===== src/design/rtw_pkg.sv =====
package rtw_pkg;

   // Register addresses
   localparam logic [7:0] ADDR_STATUS = 8'h78;
   localparam logic [7:0] ADDR_MASK = 8'h79;
   localparam logic [7:0] ADDR_COUNT = 8'h7c;
   localparam logic [7:0] ADDR_RELOAD = 8'h7d;
   localparam logic [7:0] ADDR_CONTROL = 8'h7e;

   // Control field positions
   localparam int CTL_SEL_LSB = 0;
   localparam int CTL_RUN_BIT = 3;
   localparam int CTL_ONE_BIT = 4;
   localparam int CTL_GRUN_BIT = 5;
   localparam int CTL_NEXT_BIT = 6;
   localparam int CTL_MODE_BIT = 7;

   // Status and mask bit of the overflow event
   localparam int STAT_OVF_BIT = 0;

   // Reset values
   localparam logic [7:0] CONTROL_RESET = 8'h10;
   localparam logic [7:0] COUNT_RESET = 8'h00;
   localparam logic [7:0] RELOAD_RESET = 8'h00;
   localparam logic [7:0] MASK_RESET = 8'h00;

   // Service codes, low nibble
   localparam logic [3:0] SERVICE_FIRST = 4'h3;
   localparam logic [3:0] SERVICE_SECOND = 4'hc;

   localparam logic [7:0] COUNT_MAX = 8'hff;

   // Prescaler tap masks: divisor minus one of the timebase clock
   localparam int PRESC_W = 12;
   localparam logic [11:0] TAP_DIV8 = 12'h007;
   localparam logic [11:0] TAP_DIV16 = 12'h00f;
   localparam logic [11:0] TAP_DIV32 = 12'h01f;
   localparam logic [11:0] TAP_DIV64 = 12'h03f;
   localparam logic [11:0] TAP_DIV128 = 12'h07f;
   localparam logic [11:0] TAP_DIV256 = 12'h0ff;
   localparam logic [11:0] TAP_DIV1024 = 12'h3ff;
   localparam logic [11:0] TAP_DIV4096 = 12'hfff;

   typedef enum logic [0:0] {
      MODE_RELOAD = 1'b0,
      MODE_GUARD = 1'b1
   } rtw_mode_type;

   // Register port request
   typedef struct packed {
      logic [7:0] addr;
      logic [7:0] wdata;
      logic wr;
      logic rd;
   } rtw_req_type;

   typedef struct packed {
      rtw_mode_type mode;
      logic next_code;
      logic guard_run;
      logic reload_run;
      logic [2:0] clk_sel;
      logic [7:0] count;
      logic [7:0] reload;
      logic [PRESC_W-1:0] presc;
      logic [7:0] rdata;
      logic [7:0] status;
      logic [7:0] mask;
      logic irq;
      logic guard_reset;
   } rtw_state_type;

endpackage : rtw_pkg


===== src/design/rtw_top.sv =====
// How it works
// RL1: Eight-bit counter advances on each count tick
// RL2: Reload mode overflow raises interrupt and reloads
// RL3: Watchdog mode overflow resets the whole system
// RL4: Counter write also stores value into reload
// RL5: Running watchdog ignores plain counter writes
// RL6: Reload register read-only in watchdog mode
// RL7: Control bits 4-6 unwritable, bit 4 reads one
// RL8: Any reset sets control to 10H
// RL9: Bits 0-2 select timebase divisor 8..4096
// RL10: Bit 3 runs reload mode, watchdog just readback
// RL11: Bit 5 shows watchdog counting
// RL12: Alternate 3 and C codes reload counter
// RL13: Bit 6 shows next expected service code
// RL14: Bit 7 selects reload or watchdog mode
// RL15: Watchdog mode locks clock select and reload
// RL16: Software programs period before entering watchdog
// RL17: First 3 code starts watchdog, count unchanged
// RL18: Watchdog mode sticks until system reset
// RL19: Tick enable from prescaler tap, FF wraps
//
// Added by the designer: the plain strobed port.
`timescale 1ns/1ps
`default_nettype none

module rtw_top (
   // Clock and reset
   input wire logic core_clk_i,
   input wire logic rst_n_i,
   // Timebase clock enable, one cycle per timebase period
   input wire logic timebase_clock_i,
   // Register port
   input wire logic [7:0] reg_addr_i,
   input wire logic [7:0] reg_wdata_i,
   input wire logic reg_wr_i,
   input wire logic reg_rd_i,
   output logic [7:0] reg_rdata_o,
   // Events
   output logic irq_o,
   output logic guard_reset_o
);

   rtw_pkg::rtw_req_type req;
   rtw_pkg::rtw_state_type cur_ff;
   rtw_pkg::rtw_state_type nxt_ff;
   rtw_pkg::rtw_state_type init_val;

   logic [rtw_pkg::PRESC_W-1:0] tap_mask;
   logic count_tick;
   logic counting;
   logic overflow;
   logic [7:0] ctl_read;
   logic svc_ok;

   assign req.addr = reg_addr_i;
   assign req.wdata = reg_wdata_i;
   assign req.wr = reg_wr_i;
   assign req.rd = reg_rd_i;

   always_comb begin
      init_val = '0;
      init_val.mode = rtw_pkg::MODE_RELOAD;
      init_val.clk_sel = rtw_pkg::CONTROL_RESET[rtw_pkg::CTL_SEL_LSB +: 3];
      init_val.reload_run = rtw_pkg::CONTROL_RESET[rtw_pkg::CTL_RUN_BIT];
      init_val.guard_run = rtw_pkg::CONTROL_RESET[rtw_pkg::CTL_GRUN_BIT];
      init_val.next_code = rtw_pkg::CONTROL_RESET[rtw_pkg::CTL_NEXT_BIT];
      init_val.count = rtw_pkg::COUNT_RESET;
      init_val.reload = rtw_pkg::RELOAD_RESET;
      init_val.mask = rtw_pkg::MASK_RESET;
   end

   // Prescaler tap per clock select
   always_comb begin
      case (cur_ff.clk_sel) // RL9
         3'h0: tap_mask = rtw_pkg::TAP_DIV8;
         3'h1: tap_mask = rtw_pkg::TAP_DIV16;
         3'h2: tap_mask = rtw_pkg::TAP_DIV32;
         3'h3: tap_mask = rtw_pkg::TAP_DIV64;
         3'h4: tap_mask = rtw_pkg::TAP_DIV128;
         3'h5: tap_mask = rtw_pkg::TAP_DIV256;
         3'h6: tap_mask = rtw_pkg::TAP_DIV1024;
         default: tap_mask = rtw_pkg::TAP_DIV4096;
      endcase
   end

   // One-cycle count enable when all tap bits are ones
   assign count_tick = timebase_clock_i && ((cur_ff.presc & tap_mask) == tap_mask); // RL19

   assign counting = (cur_ff.mode == rtw_pkg::MODE_GUARD) ? cur_ff.guard_run // RL10
                                                          : cur_ff.reload_run;
   assign overflow = counting && count_tick && (cur_ff.count == rtw_pkg::COUNT_MAX); // RL19

   // Control readback
   always_comb begin
      ctl_read = '0;
      ctl_read[rtw_pkg::CTL_SEL_LSB +: 3] = cur_ff.clk_sel;
      ctl_read[rtw_pkg::CTL_RUN_BIT] = cur_ff.reload_run;
      ctl_read[rtw_pkg::CTL_ONE_BIT] = 1'b1; // RL7
      ctl_read[rtw_pkg::CTL_GRUN_BIT] = cur_ff.guard_run; // RL11
      ctl_read[rtw_pkg::CTL_NEXT_BIT] = cur_ff.next_code; // RL13
      ctl_read[rtw_pkg::CTL_MODE_BIT] = cur_ff.mode;
   end

   // Service write matches expected code
   assign svc_ok = cur_ff.next_code ? (req.wdata[3:0] == rtw_pkg::SERVICE_SECOND)
                                    : (req.wdata[3:0] == rtw_pkg::SERVICE_FIRST); // RL12

   always_comb begin
      nxt_ff = cur_ff;
      nxt_ff.guard_reset = 1'b0;
      nxt_ff.rdata = '0;

      if (timebase_clock_i) begin
         nxt_ff.presc = cur_ff.presc + 1'b1;
      end

      // Counting and overflow
      if (counting && count_tick) begin
         nxt_ff.count = cur_ff.count + 1'b1; // RL1
         if (overflow) begin
            if (cur_ff.mode == rtw_pkg::MODE_RELOAD) begin
               nxt_ff.count = cur_ff.reload; // RL2
               nxt_ff.status[rtw_pkg::STAT_OVF_BIT] = 1'b1; // RL2
            end
         end
      end

      // Register writes
      if (req.wr) begin
         if (req.addr == rtw_pkg::ADDR_CONTROL) begin
            nxt_ff.reload_run = req.wdata[rtw_pkg::CTL_RUN_BIT]; // RL10
            if (cur_ff.mode == rtw_pkg::MODE_RELOAD) begin // RL18
               nxt_ff.clk_sel = req.wdata[rtw_pkg::CTL_SEL_LSB +: 3]; // RL15
               nxt_ff.mode = rtw_pkg::rtw_mode_type'(req.wdata[rtw_pkg::CTL_MODE_BIT]); // RL14
            end
         end else if (req.addr == rtw_pkg::ADDR_COUNT) begin
            if (cur_ff.mode == rtw_pkg::MODE_RELOAD) begin
               nxt_ff.count = req.wdata; // RL4
               nxt_ff.reload = req.wdata; // RL4
            end else if (!cur_ff.guard_run) begin
               if (req.wdata[3:0] == rtw_pkg::SERVICE_FIRST) begin
                  nxt_ff.guard_run = 1'b1; // RL17
                  nxt_ff.next_code = 1'b1; // RL17
               end
            end else if (svc_ok) begin
               nxt_ff.count = cur_ff.reload; // RL12
               nxt_ff.next_code = ~cur_ff.next_code; // RL12
            end
         end else if (req.addr == rtw_pkg::ADDR_RELOAD) begin
            if (cur_ff.mode == rtw_pkg::MODE_RELOAD) begin
               nxt_ff.reload = req.wdata; // RL6
            end
         end else if (req.addr == rtw_pkg::ADDR_MASK) begin
            nxt_ff.mask = req.wdata;
         end
      end

      // Register reads; status clears on read, a new event wins
      if (req.rd) begin
         if (req.addr == rtw_pkg::ADDR_CONTROL) begin
            nxt_ff.rdata = ctl_read;
         end else if (req.addr == rtw_pkg::ADDR_COUNT) begin
            nxt_ff.rdata = cur_ff.count; // RL5
         end else if (req.addr == rtw_pkg::ADDR_RELOAD) begin
            nxt_ff.rdata = cur_ff.reload;
         end else if (req.addr == rtw_pkg::ADDR_MASK) begin
            nxt_ff.rdata = cur_ff.mask;
         end else if (req.addr == rtw_pkg::ADDR_STATUS) begin
            nxt_ff.rdata = cur_ff.status;
            nxt_ff.status = '0;
            if (overflow && cur_ff.mode == rtw_pkg::MODE_RELOAD) begin
               nxt_ff.status[rtw_pkg::STAT_OVF_BIT] = 1'b1;
            end
         end else begin
            nxt_ff.rdata = '0;
         end
      end

      nxt_ff.irq = |(nxt_ff.status & nxt_ff.mask);

      // Watchdog overflow: pulse system reset, return to reset state
      if (overflow && cur_ff.mode == rtw_pkg::MODE_GUARD) begin
         nxt_ff = init_val; // RL3
         nxt_ff.guard_reset = 1'b1; // RL3
      end
   end

   always_ff @(posedge core_clk_i) begin
      if (!rst_n_i) begin
         cur_ff <= init_val; // RL8
      end else begin
         cur_ff <= nxt_ff; // RL18
      end
   end

   assign reg_rdata_o = cur_ff.rdata;
   assign irq_o = cur_ff.irq;
   assign guard_reset_o = cur_ff.guard_reset;

endmodule : rtw_top

`default_nettype wire


===== config.mk =====
export PLATFORM = sky130hd
export DESIGN_NAME = rtw_top
export DESIGN_NICKNAME = d
export VERILOG_FILES = /design/src/design/rtw_pkg.sv /design/src/design/rtw_top.sv
export SDC_FILE = /design/constraint.sdc
export NUM_CORES = 1
export LEC_CHECK = 0
export BUFFER_PORTS_ARGS = -buffer_cell sky130_fd_sc_hd__buf_4
export CAP_MARGIN = 20
export CELL_PAD_IN_SITES_DETAIL_PLACEMENT = 1
export CELL_PAD_IN_SITES_GLOBAL_PLACEMENT = 2
export CORE_ASPECT_RATIO = 2
export CORE_MARGIN = 10
export CORE_UTILIZATION = 37
export DETAILED_ROUTE_END_ITERATION = 6
export PLACE_DENSITY_LB_ADDON = 0.1
export SLEW_MARGIN = 0
export SYNTH_ARGS = -nofsm -noshare
export SYNTH_HDL_FRONTEND = slang
export SYNTH_SLANG_ARGS = --single-unit

===== constraint.sdc =====
create_clock -name core_clk_i -period 2.6 [get_ports core_clk_i]
set_input_delay 0.65 -clock core_clk_i [delete_from_list [all_inputs] [get_ports core_clk_i]]
set_output_delay 0.65 -clock core_clk_i [all_outputs]
set_load 0.01 [all_outputs]

-- Yosys cells after proc, flatten, opt, wreduce, memory -nomap -nowiden
Index checks and enable logic that the tools add are counted.
- register bits after elaboration: 61
- bits in latches: 0
- bits in writable memories: 0
- ROM bits: 0
- output and inout port bits: 10
- logic and storage cells: 95
- memories kept: 0
- $add $sub $neg: 2
- $mul: 0
- div/mod/pow operators: 0
- $lt $le $gt $ge: 0
- equality and inequality tests: 16
- shift-type cells: 0
- muxes and demuxes: 41
- bitwise logic cells: 7
- reductions and logical operators: 16
- operators with widths (operator ; count):
    2-to-1 mux 8 bit ; 26
    one-hot mux 12 bit (7 select lines) ; 1
    == test 8 x 7 -> 1 bit (second input constant) ; 5
    2-to-1 mux 16 bit ; 2
    adder 12 x 1 -> 12 bit (second input constant) ; 1
    AND 12 bit ; 1
    == test 12 bit ; 1
    2-to-1 mux 1 bit ; 11
    == test 3 bit (second input constant) ; 3
    adder 8 x 1 -> 8 bit (second input constant) ; 1
    AND 8 bit ; 1
    == test 8 bit (second input constant) ; 1
    OR reduction 8 bit ; 1
    == test 3 x 2 -> 1 bit (second input constant) ; 2
    AND reduction 3 bit ; 2
    AND reduction 6 bit ; 1
    logical AND 1 bit ; 5
    NOT 1 bit ; 5
    == test 4 x 2 -> 1 bit (second input constant) ; 1
    == test 4 bit (second input constant) ; 1
    AND reduction 4 bit ; 1
    nonzero test 2 bit ; 2
    == test 3 x 1 -> 1 bit (second input constant) ; 1
    zero test 3 bit ; 1
    other kinds (5) ; 5

-- Depth between registers and ports, before layout
Gate-level depths: netlist of the first run.
- word-level depth: 17
- depth in mapped cells: 8

-- Worst setup path after synthesis of the first run
Ideal clock, no wire load.
- path type: input to register
- start: input reg_addr_i[7]
- end: register cur_ff, in the netlist ctl_read[6]
- library setup time: 59 ps
- arrival time: 2132 ps
- required time: 2541 ps
- slack: 409 ps
- stages: 6
- buffers on the path: 1
- cells stage by stage: and4b_1 -> nand4_1 -> or3_1 -> clkbuf_1 -> nor3_1 -> o221a_2
- cells in the longest elaborated chain, start to end: 3
- elaborated cells between the ends (all ways): 4
- RTL lines (element ; RTL line ; text):
    from (decl) ; rtw_top.sv:33 ; input wire logic [7:0] reg_addr_i,
    == test 8 x 7 -> 1 bit ; rtw_top.sv:130 ; if (req.addr == rtw_pkg::ADDR_CONTROL) begin
    NOT 1 bit (no line) ; n/a ;
    AND reduction 6 bit (no line) * ; n/a ;
    to (signal assigned) ; rtw_top.sv:190 ; cur_ff <= init_val;
    to (signal assigned) ; rtw_top.sv:192 ; cur_ff <= nxt_ff;
    to (decl) ; rtw_top.sv:44 ; rtw_pkg::rtw_state_type cur_ff;
Every way passes the cells marked *; elsewhere a longest branch is shown, timed or not.
A chain may end at the register's enable or synchronous reset.

-- Worst setup path after layout of the first run
- start: register cur_ff[47] (netlist name)
- end: register cur_ff, in the netlist reg_rdata_o[4]
- cells in the longest elaborated chain, start to end: 4
- RTL lines (element ; RTL line ; text):
    == test 8 bit ; rtw_top.sv:91 ; assign overflow = counting && count_tick && (cur_ff.count == rtw_pkg::COUNT_MAX);
    logical AND 1 bit ; rtw_top.sv:91 ;
    logical AND 1 bit ; rtw_top.sv:182 ; if (overflow && cur_ff.mode == rtw_pkg::MODE_GUARD) begin
    OR reduction 3 bit (no line) ; n/a ;
Every way passes these cells.

==> summary.txt, run 1 <==
Synthesis
  • YS warnings: 0
  • Syn Std Cell Area: 3331 µm²
  • Syn avg cell area: around 8.8 µm²
  • Synth area leader: dfxtp_1
  • Largest cells by area after synthesis: dfxtp_1 (37%), mux2i_1 (9.9%), nor2_1 (6.2%)
  • Syn Inst Count: 377
  • Distinct cells, synth: 64
  • Sequential fraction of the synthesis area: a little over a third
  • #FFs+latches synth: 61
  • Share of flip-flops with an asynchronous set or reset: 0%
  • Most frequent cells after synthesis: dfxtp_1 (61), nor2_1 (55), mux2i_1 (33), nand2_1 (17)
  • Most frequent cell after synthesis: dfxtp_1
  • Post-synth top flop: dfxtp_1
  • Post-synthesis net count: 400
  • Synth top area share: 36.66%
  • Post-synth EDFFs: 0

Route
  • Final wirelength: 11,150 µm
  • # DRC: 0
  • Via Count: around 3,000
  • Post-route ant nets: 0
  • DR vias/cell: between 5 and 6
  • Drt pass-1 iters: 4
  • Routed wire per std cell: 21.48 µm
  • Iteration-0 DRC Markers: 120

Critical path
  • Required @ worst endpoint: 2.82 ns
  • Crit start category: flip-flop
  • R2R cell count: 6
  • Crit path DAT: 2.55 ns
  • CP endpoint kind: flip-flop
  • CP Class: flip-flop to flip-flop
  • R2r setup slk: 0.27 ns
  • Crit path max fanout: 10

Global routing
  • Gr ovfl total: 0
  • Pin count of the biggest net entering global routing: 27
  • GRT Overall Usage: 17.12%
  • Met1 Use GR: 16.54%
  • Global route hottest layer: met2
  • Met2 usage: about a third
  • First-pass GRT wire length: 17,650 µm
  • Met3 usage: between 3 and 4%
  • Vias in the first global route: 3,180
  • Initial antenna violation count: 0

Worst hold path
  • Min-Delay Path Class: flip-flop to flip-flop
  • Hold path cells: 2

Placed design
  • IO Port Bufs: 30
  • Final HPWL DP: 8696 µm
  • RD Place Congestion: 0.9005

Clocking
  • CTS clk-pin slew, worst paths: 0.05 ns
  • TritonCTS clock tree: done
  • Clk root buf: clkbuf_16
  • Sink Count: 61
  • Num CTS Buffers: 9
  • CTS HTree Levels: 3
  • Clk_lat worst skew: 0.33 ns
  • Post-CTS Setup Bufs: 0
  • Post-CTS Hold Buffers: 0
  • Clock buffer depth: 2
  • Cts repair resizes: 0

Power
  • PwrDens: about 570 nW/µm²
  • Leakage: 1.614 nW
  • VDD IR max: roughly 0.34 mV

Timing
  • Period utilization: 89.60%
  • Fin crit period: 2.330 ns
  • Worst clock skew: ~0.0056 ns
  • Slew Limit Fails: 0
  • Slew margin rel.: between 50% and 60%
  • Worst-margin pin slew: 0.6428 ns
  • Setup TNS: 0 ns
  • Achievable Freq: 429.3 MHz
  • Final Setup Violations: 0
  • Hold Fails Final Rpt: 0
  • RSZ-0062 raised after global routing: false

Floorplanning
  • Core area: about 8900 µm²
  • Chip height: between 150 and 200 µm
  • Ports: 31
  • Die Wd: 87.09 µm
  • Core Rows: 49
  • Initial Util: between 30% and 40%
  • Die area: 13,430 µm²

Outcome
  • Outcome: complete, no violations

Final layout
  • Synth-to-Final Area Change: 20.70%
  • Layout cell share with drive strength beyond 1: 20.86%
  • Filler Cells Inserted: 1,059
  • Final Util: 45.22%
  • Diodes inserted: 0
  • Final nets: between 400 and 500

Run
  • # Max-Cap Violations: 0
## worst max-delay path, cell delays in order (launching register included)
cell and delay, ns:
dfxtp_1 0.44, ha_1 0.26, and4_1 0.30, nand3_1 0.22, nor4_2 0.44, nor2_1 0.30
and4b_1 0.27
## stage by stage
stage	cells	area (µm²)	hold WS [ns]	power [mW]	setup slack, ns
2_1_floorplan	377	3331	0.4378	1.025	0.4090
3_3_place_gp	504	3720	0.4731	1.087	0.1758
3_5_place_dp	504	3720	0.4942	1.089	0.09482
4_1_cts	519	4020	0.5021	2.307	0.2947
5_1_grt	519	4020	0.5139	2.360	0.1110
6_report	519	4020	0.4974	2.276	0.2704
## layout by cell type, fill, tap and decap left out, types with 4 or more instances in the layout
cell and instances:
and2_1 7, o2bb2ai_1 10, a22oi_1 4, dfxtp_1 61, nand4_1 8, mux2i_1 33
nor3_1 6, nand2_1 17, a21oi_1 7, nor2_1 55, xnor2_1 4, nor4_1 5
nand3_1 9, xor2_1 7, o21ai_0 6, or3_1 4, mux2_2 4, a31oi_1 8
buf_4 54, a2bb2oi_1 13, nor2b_1 6, inv_1 13, and3_1 8, clkbuf_16 9
## power breakdown
part / internal, mW / switching, mW / total (mW)
clock network: 0.784 / 0.423 / 1.21
registers: 0.940 / 0.00412 / 0.944
logic: 0.0531 / 0.0714 / 0.125
total: 1.78 / 0.499 / 2.28
## cells by family after synthesis
kind of cell,after synthesis,share of synthesized area (%)
AOI/OAI and AO/OA,77,18.37
buffers and inverters,43,6.386
DFF,61,36.66
muxes,37,11.27
and+or+nand+nor,146,23.67
adders and majority gates,2,0.7512
xor gates and xnor gates,11,2.892
## cell type report
class,instances,area [µm²],area share [%]
Multi-Input combinational cell,273,1897,47.18
Clock inverter,4,47.55,1.183
Tap cell,102,127.6,3.175
Timing Repair Buffer,55,425.4,10.58
Clock buffer,11,252.7,6.287
Inverter,13,48.80,1.214
Sequential cell,61,1221,30.38
## layer usage
| layer | part of all wire, % | up-vias | wire (µm) |
|---|---|---|---|
| met2 | 58 | 54 | 6432 |
| met5 | 0 | - | 0 |
| met4 | 3.0 | 0 | 335 |
| met3 | 3.1 | 18 | 348 |
| met1 | 36 | 1512 | 4032 |
| li1 | - | 1443 | - |
## final timing paths
| kind | from | end |
|---|---|---|
| setup / recovery | cur_ff[47]$_SDFF_PP0_ | reg_rdata_o[4]$_SDFF_PP0_ |
| hold / removal | cur_ff[17]$_SDFF_PP0_ | cur_ff[17]$_SDFF_PP0_ |
| setup reg to reg | cur_ff[47]$_SDFF_PP0_ | reg_rdata_o[4]$_SDFF_PP0_ |
| hold reg to reg | cur_ff[17]$_SDFF_PP0_ | cur_ff[17]$_SDFF_PP0_ |
(Power assumes the default switching activity.)
==> run 2, diff against run 1 <==
--- a/config.mk
+++ b/config.mk
@@ -14,6 +14,7 @@
 export CORE_UTILIZATION = 37
 export DETAILED_ROUTE_END_ITERATION = 6
 export PLACE_DENSITY_LB_ADDON = 0.1
+export RECOVER_POWER = 25
 export SLEW_MARGIN = 0
 export SYNTH_ARGS = -nofsm -noshare
 export SYNTH_HDL_FRONTEND = slang
==> run 2 against run 1 <==
  * Total power about the same
  * Hold slack better by 0.00060 ns
  * Count of clock-buffer cells in the layout unchanged
  * Fmax shrank 1.6%
  * Flip-flop and latch count is the same
  * Via count increased by 0.26%
  * Sequential share of layout area grew 0.44 points
  * Critical path depth grew 1
  * Largest cell class unchanged
==> summary.txt, run 2 (synthesized netlist as in run 1, its figures left out) <==
Worst hold path
  • Min-Delay Path Class: flip-flop to flip-flop

Floorplanning
  • Core area: 8890 µm²
  • Initial Util: 37.47%
  • Die Wd: 87.09 µm
  • Core Rows: 49
  • Die area: 13,430 µm²
  • Ports: 31
  • Chip height: 154.2 µm

Final layout
  • Final Util: 44.57%
  • Layout cell share with drive strength beyond 1: 17.99%
  • Commonest non-fill, non-tap cell in the layout: dfxtp_1
  • Finished Layout Cells: 519
  • Synth-to-Final Area Change: 18.97%
  • Final nets: 436
  • Filler Cells Inserted: 1,073
  • Most frequent cells in the layout: dfxtp_1 (61), nor2_1 (55), buf_4 (44)
  • Diodes inserted: 0

Critical path
  • Crit path DAT: 2.56 ns
  • Crit path max fanout: 19
  • CP Class: flip-flop to flip-flop
  • Crit start category: flip-flop
  • Required @ worst endpoint: 2.79 ns
  • CP endpoint kind: flip-flop

Route
  • DR vias/cell: 5.848
  • Drt pass-1 iters: 4
  • # DRC: 0
  • Routed wire per std cell: 21.65 µm
  • Post-route ant nets: 0
  • Iteration-0 DRC Markers: 126
  • Final wirelength: 11,240 µm
  • Via Count: 3,035

Placed design
  • Placed Instances: 504
  • Dpl ws: around 0.095 ns
  • IO Port Bufs: 30
  • RD Place Congestion: 0.9005
  • Final HPWL DP: 8696 µm

Timing
  • Achievable Freq: 422.4 MHz
  • Setup TNS: 0 ns
  • Worst clock skew: approximately 0.0054 ns
  • Slew margin rel.: between 50% and 60%
  • Fin crit period: 2.368 ns
  • Worst Setup Slack, final: 0.2323 ns
  • RSZ-0062 raised after global routing: false
  • Final Setup Violations: 0
  • Worst-margin pin slew: 0.6842 ns
  • Period utilization: 91.06%
  • Slew Limit Fails: 0
  • Hold Fails Final Rpt: 0

Power
  • VDD IR max: about 0.34 mV
  • PwrDens: ~570 nW/µm²
  • Power, Total: 2.276 mW
  • Leakage: 1.565 nW

Clocking
  • CTS clk-pin slew, worst paths: 0.05 ns
  • CTS HTree Levels: 3
  • TritonCTS clock tree: done
  • Post-CTS Setup Bufs: 0
  • Cts repair resizes: 0
  • Post-CTS Hold Buffers: 0
  • Clk_lat worst skew: 0.33 ns
  • Num CTS Buffers: 9
  • Clk root buf: clkbuf_16
  • Sink Count: 61
  • Clock buffer depth: 2

Global routing
  • GRT Overall Usage: 17.12%
  • Gr ovfl total: 0
  • First-pass GRT wire length: 17,650 µm
  • Initial antenna violation count: 0
  • Vias in the first global route: roughly 3,200
  • Pin count of the biggest net entering global routing: 27

Outcome
  • Outcome: complete, no violations

Run
  • # Max-Cap Violations: 0
-- run 2: path summary, 6_finish.rpt --
path,start,end,slack (ns),cells after the start
setup reg to reg,cur_ff[26]$_SDFFE_PP0P_,cur_ff[50]$_SDFF_PP0_,0.23,7
hold reg to reg,cur_ff[16]$_SDFF_PP0_,cur_ff[16]$_SDFF_PP0_,0.50,2
hold / removal,cur_ff[16]$_SDFF_PP0_,cur_ff[16]$_SDFF_PP0_,0.50,2
setup / recovery,cur_ff[26]$_SDFFE_PP0P_,cur_ff[50]$_SDFF_PP0_,0.23,7
-- run 2: through the flow --
step | hold WS (ns) | area (µm²)
2_1_floorplan | 0.4378 | 3331
3_3_place_gp | 0.4731 | 3720
3_5_place_dp | 0.4942 | 3720
4_1_cts | 0.5021 | 4020
5_1_grt | 0.5139 | 3963
6_report | 0.4980 | 3963
-- run 2: power by group --
part / switching [mW] / internal (mW) / leakage, nW
combinational: 0.0715 / 0.0504 / 0.926
sequential: 0.00413 / 0.940 / 0.491
clock: 0.426 / 0.784 / 0.147
-- run 2: critical path: stages, from the launching register on --
cell and delay [ns]:
dfxtp_1 0.37, ha_1 0.19, and3_1 0.27, nand4_4 0.11, or3_1 0.42, o21ai_0 0.25, clkbuf_2 0.47, nor4_1 0.13
-- run 2: per-layer routing --
layer | track usage [%] | up-vias | wire length (µm)
met5 | 0 | - | 0
met4 | 8.321 | 0 | 399
met3 | 3.682 | 20 | 442
met2 | 32.23 | 72 | 6410
met1 | 16.54 | 1503 | 3984
li1 | - | 1440 | -
-- run 2: final cells by class --
class / count / area (µm²) / area share, %
Multi-Input combinational cell: 273 / 1892 / 47.74
Sequential cell: 61 / 1221 / 30.82
Timing Repair Buffer: 55 / 372.9 / 9.410
Clock buffer: 11 / 252.7 / 6.378
Tap cell: 102 / 127.6 / 3.221
Inverter: 13 / 48.80 / 1.231
Clock inverter: 4 / 47.55 / 1.200
==> run 3, diff against run 2 <==
--- a/config.mk
+++ b/config.mk
@@ -7,10 +7,10 @@
 export LEC_CHECK = 0
 export BUFFER_PORTS_ARGS = -buffer_cell sky130_fd_sc_hd__buf_4
 export CAP_MARGIN = 20
-export CELL_PAD_IN_SITES_DETAIL_PLACEMENT = 1
+export CELL_PAD_IN_SITES_DETAIL_PLACEMENT = 0
 export CELL_PAD_IN_SITES_GLOBAL_PLACEMENT = 2
 export CORE_ASPECT_RATIO = 2
-export CORE_MARGIN = 10
+export CORE_MARGIN = 4
 export CORE_UTILIZATION = 37
 export DETAILED_ROUTE_END_ITERATION = 6
 export PLACE_DENSITY_LB_ADDON = 0.1
==> run 3 against run 2 <==
  * Clock skew about the same
  * Register-to-register slack better by 0.12 ns
  * Critical path depth unchanged
  * Global-route usage up 3.6 points
  * Setup slack better by 0.12 ns
  * Total power down 1.3%
  * Die area down 20%
  * Hold slack worse by 0.018 ns
==> summary.txt, run 3 (synthesized netlist as in run 1, its figures left out) <==
Outcome
  • Outcome: complete, no violations

Critical path
  • Crit path max fanout: 10
  • Reg2reg start: cur_ff[26]$_SDFFE_PP0P_
  • FF-to-FF End: reg_rdata_o[4]$_SDFF_PP0_
  • R2r setup slk: 0.35 ns
  • Crit-path slowest cell: nor4_2
  • Critical path cell sequence: ha_1, and3_1, nand4_4, buf_4, nor4_2, nor2_1, and4b_1
  • CP Class: flip-flop to flip-flop
  • R2R cell count: 7
  • CP endpoint kind: flip-flop
  • CP max stage delay: between 0.4 and 0.5 ns
  • Required @ worst endpoint: around 2.8 ns
  • Crit start category: flip-flop
  • Crit path DAT: 2.47 ns

Global routing
  • First-pass GRT wire length: 16,130 µm
  • Pin count of the biggest net entering global routing: 27
  • Gr ovfl total: 0
  • Initial antenna violation count: 0
  • Met2 usage: ~37%
  • Met3 usage: 3.112%
  • Met1 Use GR: 22.39%
  • GRT Overall Usage: 20.69%
  • Vias in the first global route: 2,883
  • Global route hottest layer: met2

Clocking
  • Post-CTS Setup Bufs: 0
  • Clock buffer depth: 2
  • TritonCTS clock tree: done
  • Num CTS Buffers: 9
  • Sink Count: 61
  • Post-CTS Hold Buffers: 0
  • Cts repair resizes: 0
  • CTS HTree Levels: 3
  • Clk root buf: clkbuf_16
  • CTS clk-pin slew, worst paths: 0.05 ns
  • Clk_lat worst skew: 0.33 ns

Floorplanning
  • Die area: 10,680 µm²
  • Ports: 31
  • Die Wd: around 75 µm
  • Chip height: 142.2 µm
  • Core area: 8708 µm²
  • Initial Util: between 30% and 40%
  • Core Rows: between 40 and 50

Timing
  • Final Setup Violations: 0
  • Slew margin rel.: a little over half
  • Achievable Freq: 445.1 MHz
  • Worst-margin pin slew: 0.6812 ns
  • Slew Limit Fails: 0
  • Hold Fails Final Rpt: 0
  • Setup TNS: 0 ns
  • RSZ-0062 raised after global routing: false
  • Period utilization: 86.40%
  • Fin crit period: 2.247 ns
  • Worst clock skew: between 0.005 and 0.006 ns

Route
  • Post-route ant nets: 0
  • Routed wire per std cell: 20.06 µm
  • Via Count: approximately 2,900
  • Drt pass-1 iters: 5
  • # DRC: 0
  • DR vias/cell: 5.629
  • Iteration-0 DRC Markers: around 140
  • Final wirelength: 10,370 µm

Placed design
  • Placed Instances: ~500
  • Final HPWL DP: 7922 µm
  • IO Port Bufs: 30
  • RD Place Congestion: 0.8583
  • DP Area: 3710 µm²

Power
  • VDD IR max: between 0.5 and 0.6 mV
  • Leakage: 1.571 nW
  • Power, Total: 2.247 mW
  • PwrDens: approximately 570 nW/µm²

Final layout
  • Final nets: around 440
  • Layout cell share with drive strength beyond 1: between 10% and 20%
  • Diodes inserted: 0
  • Final instance area: 3964 µm²
  • Filler Cells Inserted: 904
  • Finished Layout Cells: roughly 520
  • Commonest non-fill, non-tap cell in the layout: dfxtp_1
  • Synth-to-Final Area Change: 19.01%
  • Most frequent cells in the layout: dfxtp_1 (61), nor2_1 (55), buf_4 (43)

Worst hold path
  • Hold Path End: cur_ff[16]$_SDFF_PP0_
  • Min-delay src: cur_ff[16]$_SDFF_PP0_
  • Min-Delay Path Class: flip-flop to flip-flop
  • Hold path cells: 2

Run
  • # Max-Cap Violations: 0
==> run 3: power breakdown <==
part / internal, mW / total [mW] / switching, mW
registers: 0.940 / 0.944 / 0.00392
clock network: 0.760 / 1.18 / 0.420
logic: 0.0528 / 0.124 / 0.0710
total: 1.75 / 2.25 / 0.495
==> run 3: layout make-up <==
cell class / instances / area, µm² / area share [%]
Clock buffer: 11 / 242.7 / 6.124
Clock inverter: 5 / 50.05 / 1.263
Inverter: 13 / 48.80 / 1.231
Multi-Input combinational cell: 273 / 1896 / 47.82
Sequential cell: 61 / 1221 / 30.81
Tap cell: 100 / 125.1 / 3.157
Timing Repair Buffer: 54 / 380.4 / 9.596
==> run 3: metal layers <==
layer | part of all wire [%] | wire length [µm]
met5 | 0 | 0
met4 | 4.5 | 465
met3 | 3.2 | 328
met2 | 54 | 5615
met1 | 38 | 3960
==> run 3: worst max-delay path by stage <==
stage,from,to
6_report,cur_ff[26]$_SDFFE_PP0P_,reg_rdata_o[4]$_SDFF_PP0_
5_1_grt,cur_ff[26]$_SDFFE_PP0P_,reg_rdata_o[4]$_SDFF_PP0_
4_1_cts,cur_ff[26]$_SDFFE_PP0P_,cur_ff[48]$_SDFF_PP0_
3_5_place_dp,reg_addr_i[7],cur_ff[50]$_SDFF_PP0_
3_3_place_gp,reg_addr_i[7],cur_ff[50]$_SDFF_PP0_
2_1_floorplan,reg_addr_i[7],ctl_read[6]$_SDFFE_PP0P_
==> run 3: through the flow <==
stage	worst slack, ns	hold slack, ns	utilization, %
4_1_cts	0.3834	0.4805	45.96
3_5_place_dp	0.1578	0.4692	42.60
2_1_floorplan	0.4090	0.4378	-
6_report	0.3535	0.4796	45.52
3_3_place_gp	0.1722	0.4718	42.60
5_1_grt	0.2228	0.5006	45.52
==> run 3: critical path, delay by kind of cell (launching register included) <==
family	cells	cell delay [ns]
and+or+nand+nor	5	1.40
adders and majority gates	1	0.18
buffers and inverters	1	0.18
DFF	1	0.37
